===== src/rtl/dcl_map.svh =====
// register offsets, field positions and reset values of the channel limit bank
`ifndef DCL_MAP_SVH
`define DCL_MAP_SVH

`define DCL_OFS_REC_LIMIT      8'h0E
`define DCL_OFS_PLAY_LIMIT     8'h0F
`define DCL_OFS_RC_CFG_A       8'h17
`define DCL_OFS_RC_CFG_B       8'h18

`define DCL_FORCE_BIT          7
`define DCL_MASK_HI            6
`define DCL_MASK_LO            3
`define DCL_RC_EN_BIT          7
`define DCL_RC_AUTO_OFF_BIT    6

`define DCL_LIMIT_WMASK        8'hF8
`define DCL_RC_A_WMASK         8'hC0
`define DCL_RC_B_WMASK         8'hFF

`define DCL_RESET_VAL          8'h00
`define DCL_FLAG_RESET         1'b0

`endif


===== src/rtl/dcl_pkg.sv =====
// types shared by the channel limit bank
package dcl_pkg;
  typedef logic [7:0] dcl_byte_t;
  typedef logic [3:0] dcl_chmask_t;
endpackage


===== src/rtl/dcl_bank.sv =====
// channel limit and rate converter configuration register bank
//
// Function
// - record force bit picks custom over standard limit in dynamic mode
// - record mask bits 6..3 enable channels four..one
// - playback force bit picks custom over standard limit in dynamic mode
// - playback mask bits 6..3 enable channels four..one
// - reserved bits 2-0 read zero, write reset
// - converter bit 7 enables the rate converter
// - converter bit 6 set disables auto detection
// - all registers reset to zero
`timescale 1ns/1ps
`include "dcl_map.svh"
module dcl_bank
  import dcl_pkg::*;
(
  // clock and reset
  input  wire logic        mclk_in,
  input  wire logic        reset_in,
  input  wire logic        clk_en_in,
  // register port
  input  wire logic [7:0]  reg_addr_in,
  input  wire dcl_byte_t   reg_wdata_in,
  input  wire logic        reg_write_in,
  input  wire logic        reg_read_in,
  output dcl_byte_t        reg_rdata_out,
  output logic             reg_rvalid_out,
  // path state from the codec core
  input  wire logic        record_dynamic_mode_in,
  input  wire logic        playback_dynamic_mode_in,
  input  wire dcl_chmask_t record_limit_select_in,
  input  wire dcl_chmask_t playback_limit_select_in,
  // configuration out
  output logic [3:0]       record_channel_enable_out,
  output logic [3:0]       playback_channel_enable_out,
  output logic             rate_converter_enable_out,
  output logic             rate_converter_autodetect_off_out,
  output dcl_byte_t        rate_converter_cfg_b_out
);

  // ==========================================================
  // storage
  // configuration registers, one per offset
  dcl_byte_t  record_channel_limit_cfg_r;
  dcl_byte_t  playback_channel_limit_cfg_r;
  dcl_byte_t  rate_converter_cfg_a_r;
  dcl_byte_t  rate_converter_cfg_b_r;
  // read port flops
  dcl_byte_t  reg_rdata_r;
  logic       reg_rvalid_r;
  // channel enable flops, one bit per channel
  logic [3:0] record_enable_r;
  logic [3:0] playback_enable_r;

  // ==========================================================
  // address decode
  wire hit_rec;
  wire hit_play;
  wire hit_rca;
  wire hit_rcb;
  assign hit_rec  = reg_addr_in == `DCL_OFS_REC_LIMIT;
  assign hit_play = reg_addr_in == `DCL_OFS_PLAY_LIMIT;
  assign hit_rca  = reg_addr_in == `DCL_OFS_RC_CFG_A;
  assign hit_rcb  = reg_addr_in == `DCL_OFS_RC_CFG_B;

  // reserved bits masked on write so they always read zero
  wire dcl_byte_t rec_nxt;
  wire dcl_byte_t play_nxt;
  wire dcl_byte_t rca_nxt;
  assign rec_nxt  = reg_wdata_in & `DCL_LIMIT_WMASK;
  assign play_nxt = reg_wdata_in & `DCL_LIMIT_WMASK;
  assign rca_nxt  = reg_wdata_in & `DCL_RC_A_WMASK;

  // unmapped addresses read as zero
  dcl_byte_t rdata_nxt;
  always_comb
  begin
    if (hit_rec)
      rdata_nxt = record_channel_limit_cfg_r;
    else if (hit_play)
      rdata_nxt = playback_channel_limit_cfg_r;
    else if (hit_rca)
      rdata_nxt = rate_converter_cfg_a_r;
    else if (hit_rcb)
      rdata_nxt = rate_converter_cfg_b_r;
    else
      rdata_nxt = `DCL_RESET_VAL;
  end

  // ==========================================================
  // write strobes; offsets differ, so at most one is high
  wire            wr_taken;
  wire            wr_rec;
  wire            wr_play;
  wire            wr_rca;
  wire            wr_rcb;
  wire dcl_byte_t rcb_nxt;

  assign wr_taken = clk_en_in & reg_write_in;
  assign wr_rec   = wr_taken & hit_rec;
  assign wr_play  = wr_taken & hit_play;
  assign wr_rca   = wr_taken & hit_rca;
  assign wr_rcb   = wr_taken & hit_rcb;

  // converter b has no reserved bits
  assign rcb_nxt  = reg_wdata_in & `DCL_RC_B_WMASK;

  // ==========================================================
  // register writes; reset acts even with the enable low
  always_ff @(posedge mclk_in)
  begin
    if (reset_in)
      record_channel_limit_cfg_r <= `DCL_RESET_VAL;
    else if (wr_rec)
      record_channel_limit_cfg_r <= rec_nxt;
  end

  always_ff @(posedge mclk_in)
  begin
    if (reset_in)
      playback_channel_limit_cfg_r <= `DCL_RESET_VAL;
    else if (wr_play)
      playback_channel_limit_cfg_r <= play_nxt;
  end

  always_ff @(posedge mclk_in)
  begin
    if (reset_in)
      rate_converter_cfg_a_r <= `DCL_RESET_VAL;
    else if (wr_rca)
      rate_converter_cfg_a_r <= rca_nxt;
  end

  always_ff @(posedge mclk_in)
  begin
    if (reset_in)
      rate_converter_cfg_b_r <= `DCL_RESET_VAL;
    else if (wr_rcb)
      rate_converter_cfg_b_r <= rcb_nxt;
  end

  // ==========================================================
  // read port, one cycle latency; idle cycles return zero
  // rdata stands until the next enabled edge
  wire dcl_byte_t rdata_sel;
  assign rdata_sel = reg_read_in ? rdata_nxt : `DCL_RESET_VAL;

  always_ff @(posedge mclk_in)
  begin
    if (reset_in)
      reg_rvalid_r <= `DCL_FLAG_RESET;
    else if (clk_en_in)
      reg_rvalid_r <= reg_read_in;
  end

  always_ff @(posedge mclk_in)
  begin
    if (reset_in)
      reg_rdata_r <= `DCL_RESET_VAL;
    else if (clk_en_in)
      reg_rdata_r <= rdata_sel;
  end

  // ==========================================================
  // channel limit selection
  wire [3:0] record_enable_nxt;
  wire [3:0] playback_enable_nxt;

  dcl_chan_sel u_record_sel (
    .dynamic_mode_in    (record_dynamic_mode_in),
    .force_custom_in    (record_channel_limit_cfg_r[`DCL_FORCE_BIT]),
    .custom_mask_in     (record_channel_limit_cfg_r[`DCL_MASK_HI:`DCL_MASK_LO]),
    .standard_mask_in   (record_limit_select_in),
    .channel_enable_out (record_enable_nxt)
  );

  dcl_chan_sel u_playback_sel (
    .dynamic_mode_in    (playback_dynamic_mode_in),
    .force_custom_in    (playback_channel_limit_cfg_r[`DCL_FORCE_BIT]),
    .custom_mask_in     (playback_channel_limit_cfg_r[`DCL_MASK_HI:`DCL_MASK_LO]),
    .standard_mask_in   (playback_limit_select_in),
    .channel_enable_out (playback_enable_nxt)
  );

  // ==========================================================
  // channel enable flops, one per channel and path
  // registered so outputs come straight from flops
  genvar ch;
  generate
    for (ch = 0; ch < 4; ch++)
    begin : g_chan
      always_ff @(posedge mclk_in)
      begin
        if (reset_in)
          record_enable_r[ch] <= `DCL_FLAG_RESET;
        else if (clk_en_in)
          record_enable_r[ch] <= record_enable_nxt[ch];
      end

      always_ff @(posedge mclk_in)
      begin
        if (reset_in)
          playback_enable_r[ch] <= `DCL_FLAG_RESET;
        else if (clk_en_in)
          playback_enable_r[ch] <= playback_enable_nxt[ch];
      end
    end
  endgenerate

  // ==========================================================
  // outputs
  // converter fields come straight from the config flops
  assign reg_rdata_out                     = reg_rdata_r;
  assign reg_rvalid_out                    = reg_rvalid_r;
  assign record_channel_enable_out         = record_enable_r;
  assign playback_channel_enable_out       = playback_enable_r;
  assign rate_converter_enable_out         = rate_converter_cfg_a_r[`DCL_RC_EN_BIT];
  assign rate_converter_autodetect_off_out =
    rate_converter_cfg_a_r[`DCL_RC_AUTO_OFF_BIT];
  assign rate_converter_cfg_b_out          = rate_converter_cfg_b_r;

endmodule


===== src/rtl/dcl_chan_sel.sv =====
// per-path channel enable selection between standard and custom limit
`timescale 1ns/1ps
module dcl_chan_sel
  import dcl_pkg::*;
(
  // mode
  input  wire logic        dynamic_mode_in,
  input  wire logic        force_custom_in,
  // sources
  input  wire dcl_chmask_t custom_mask_in,
  input  wire dcl_chmask_t standard_mask_in,
  // result
  output logic [3:0]       channel_enable_out
);
  wire use_custom;

  // mask only matters in dynamic mode with force set
  assign use_custom = dynamic_mode_in & force_custom_in;

  // mask bit n drives channel n+1
  assign channel_enable_out = use_custom ? custom_mask_in : standard_mask_in;
endmodule


===== config.mk =====
export PLATFORM = sky130hd
export DESIGN_NAME = dcl_bank
export DESIGN_NICKNAME = d
export VERILOG_FILES = /design/src/rtl/dcl_pkg.sv /design/src/rtl/dcl_bank.sv /design/src/rtl/dcl_chan_sel.sv
export VERILOG_INCLUDE_DIRS = /design/src /design/src/rtl
export SDC_FILE = /design/constraint.sdc
export NUM_CORES = 1
export LEC_CHECK = 0
export ABC_AREA = 1
export BUFFER_PORTS_ARGS = -buffer_cell sky130_fd_sc_hd__buf_2
export CORE_MARGIN = 4
export CORE_UTILIZATION = 50
export DETAILED_ROUTE_END_ITERATION = 8
export PLACE_DENSITY = 0.83
export SYNTH_ARGS = -nofsm -noshare
export SYNTH_HDL_FRONTEND = slang
export SYNTH_SLANG_ARGS = --single-unit

===== constraint.sdc =====
create_clock -name mclk_in -period 1.4 [get_ports mclk_in]
set_input_delay 0.28 -clock mclk_in [delete_from_list [all_inputs] [get_ports mclk_in]]
set_output_delay 0.28 -clock mclk_in [all_outputs]
set_load 0.005 [all_outputs]

==> flow_summary.toml <==
[run_status]
status = "finished clean"

[placement]
dpl.hpwl_mm = 3.209
numPortBuffers = 57
finalWeightedCongestion = 0.8775
placed_area_mm2 = 0.002076

[sta]
layout_min_cycle_time_ns = 1.144
grt_setup_unrepaired = "false"
hold_viol = 0
relSlewSlack_pct = 71.95
clock_skew_ns = 0.01211
report.final.slew_viol_count = 0
fmax_mhz = 873.9
tightest_slew_ns = 0.4203
finalCritPeriodShare_pct = 81.73
setup_violations = 0
fin_setup_tns_ns = 0

[final_layout]
syn_to_final_growth_pct = 22.89
fin_util_pct = 63.91
multi_input_area_um2 = 810.8
drive_gt1_share_pct = 30.27
n_antenna_cell = 0
fin_area_mm2 = 0.002150
nFillCells = 358
final_net_count = 324
seq_area_um2 = 740.7

[clock_network]
cts_made_buffers = 5
htreeDepth = 2
cts_resized = 0
cts_setup_buffers = 0
tritoncts = "done"
clkLatencyLatePin_ns = 0.35
cts_sinks = 37
cts_hold_buf = 0
root_buffer = "clkbuf_4"
clk_pin_slew_ns = 0.12
clockBufferDepth = 2

[critical_path]
ff2ff_path_depth = 5
timing.rr.start = "playback_channel_limit_cfg_r[7]$_SDFFE_PP0P_"
worstSetupEndpointType = "output pin"
crit_start = "rate_converter_cfg_b_out[3]$_SDFFE_PP0P_"
cp_top_family = "flip-flops"
cp_max_fo = 3
cp.required_ns = 1.12
r2r_end = "playback_channel_enable_out[2]$_SDFFE_PP0P_"
reg2reg_setup_slack_ns = 0.32
crit_slowest_cell = "dfxtp_1"
worst_ep_arrival_time_ns = 0.86
cp_slowest_stage_delay_ns = 0.39
path_buf_inv = 1
worstSetupPathType = "flop to output pin"
worstSetupStartpointType = "flop"
cp_cell_sequence = "buf_2"

[route]
drt-total-wl_mm = 4.062
drcViolationCount = 0
num_vias = 1685
avgRoutedWirePerCell_um = 11.95
drtIter0Drc = 94
first_pass_iters = 4
ant_nets = 0
routed_via_density = 4.956

[synthesis]
yosys-top-cells-area = "dfxtp_1 42%, a21oi_1 9.4%, nand2_1 8.2%"
ys_types = 24
synth_edf_count = 0
yosysTopAreaCellShare_pct = 42.35
synth_most_common_cell = "nand2_1"
ys_seq_elements = 37
synthCells = 233
syn_avg_cell_area_um2 = 7.507
yosys_warnings = 0
synth_ff_type = "dfxtp_1"
async_flop_share_pct = 0
netlist_area_mm2 = 0.001749
synth_common_cells = "38 x nand2_1, 37 x dfxtp_1, 35 x inv_1, 33 x a21oi_1, 23 x nand3_1"
synth_nets = 264
yosys.area.top_type = "dfxtp_1"
ys_seq_area_share_pct = 42.35

[pwr]
leakage_uw = 0.001046
peakVddDrop_v = 0.0006057
powerDensity_mw_per_mm2 = 902.9

[global_route]
grt_pass1_vias = 1600
grt-ovfl-total = 0
grt_pass1_wl_mm = 6.893
grt_use_total_pct = 20.05
antenna_found_initial = 0
grt_max_degree = 25

[die]
io_pins = 58
num_rows = 21
core_mm2 = 0.003363
die_h_um = 67.15
start_util_pct = 52.01
die_area_mm2 = 0.004508
die_w_um = 67.15

[run]
cap_viol_max_count = 0

[hold_path]
hold_end = "playback_channel_limit_cfg_r[3]$_SDFFE_PP0P_"
hp-class = "input port to flop"
min_from = "reg_wdata_in[3]"
hold_depth = 3
==> area by class of cell <==
type,count,share of cell area (%)
multi-input combinational,148,37.72
timing repair buffer,60,14.32
tap,46,2.678
inverter,41,7.392
clock buffer,7,3.027
clock inverter,1,0.4075
sequential,37,34.46
==> cell usage in the layout, fill, tap and decap left out, types with 5 or more instances in the layout <==
master	synthesis	final
inv_1	35	35
o21ai_1	7	7
clkbuf_4	0	5
o21ai_0	17	17
dfxtp_1	37	37
buf_2	1	57
a21oi_1	33	33
nand2_1	38	38
nand3_1	23	23
o211ai_1	8	8
==> registers in the layout, indices dropped and copies added, names as in the netlist <==
register,cells
record_channel_limit_cfg_r,5
playback_channel_enable_out,4
reg_rdata_out,8
rate_converter_cfg_b_out,8
rate_converter_cfg_a_r,2
record_channel_enable_out,4
playback_channel_limit_cfg_r,5
reg_rvalid_out,1
==> worst min-delay path, cell delays in order <==
cell and delay (ns):
buf_2 0.12, nand2_1 0.06, a21oi_1 0.05
==> worst max path at each step <==
stage | endpoint | slack, ns | cells past startpoint
finish | rate_converter_cfg_b_out[3] | 0.26 | 1
global placement | rate_converter_cfg_b_out[3]$_SDFFE_PP0P_ | 0.08 | 7
global route | playback_channel_enable_out[1]$_SDFFE_PP0P_ | 0.18 | 5
CTS | rate_converter_cfg_b_out[3] | 0.25 | 1
floorplan | rate_converter_cfg_b_out[5]$_SDFFE_PP0P_ | 0.30 | 7
detailed placement | rate_converter_cfg_b_out[0]$_SDFFE_PP0P_ | 0.05 | 7
==> stage by stage <==
step	hold WS (ns)	total power, uW	worst slack (ns)	std cells
detailed placement	0.4534	1303	0.05472	332
CTS	0.1861	1956	0.2486	340
global route	0.1831	2046	0.1750	340
global placement	0.4481	1300	0.08433	332
floorplan	0.3491	1212	0.2975	233
finish	0.2017	1941	0.2557	340
==> where the power goes <==
| part | internal [uW] | total [uW] | switching, uW |
|---|---|---|---|
| logic | 80.5 | 199 | 118 |
| registers | 1070 | 1080 | 8.60 |
| clock network | 300 | 663 | 363 |
==> routing by layer <==
layer	wire length, um	GRT usage, %
met3	225	6.988
met1	1792	24.49
met5	0	0
met4	63	6.582
met2	1982	32.88
==> cell families after synthesis <==
group / after synthesis / share of synthesized area, %
simple gates: 82 / 26.11
flops: 37 / 42.35
compound gates: 66 / 20.24
buf+inv: 48 / 11.30
Note: power is estimated with default switching activity, not from simulation.
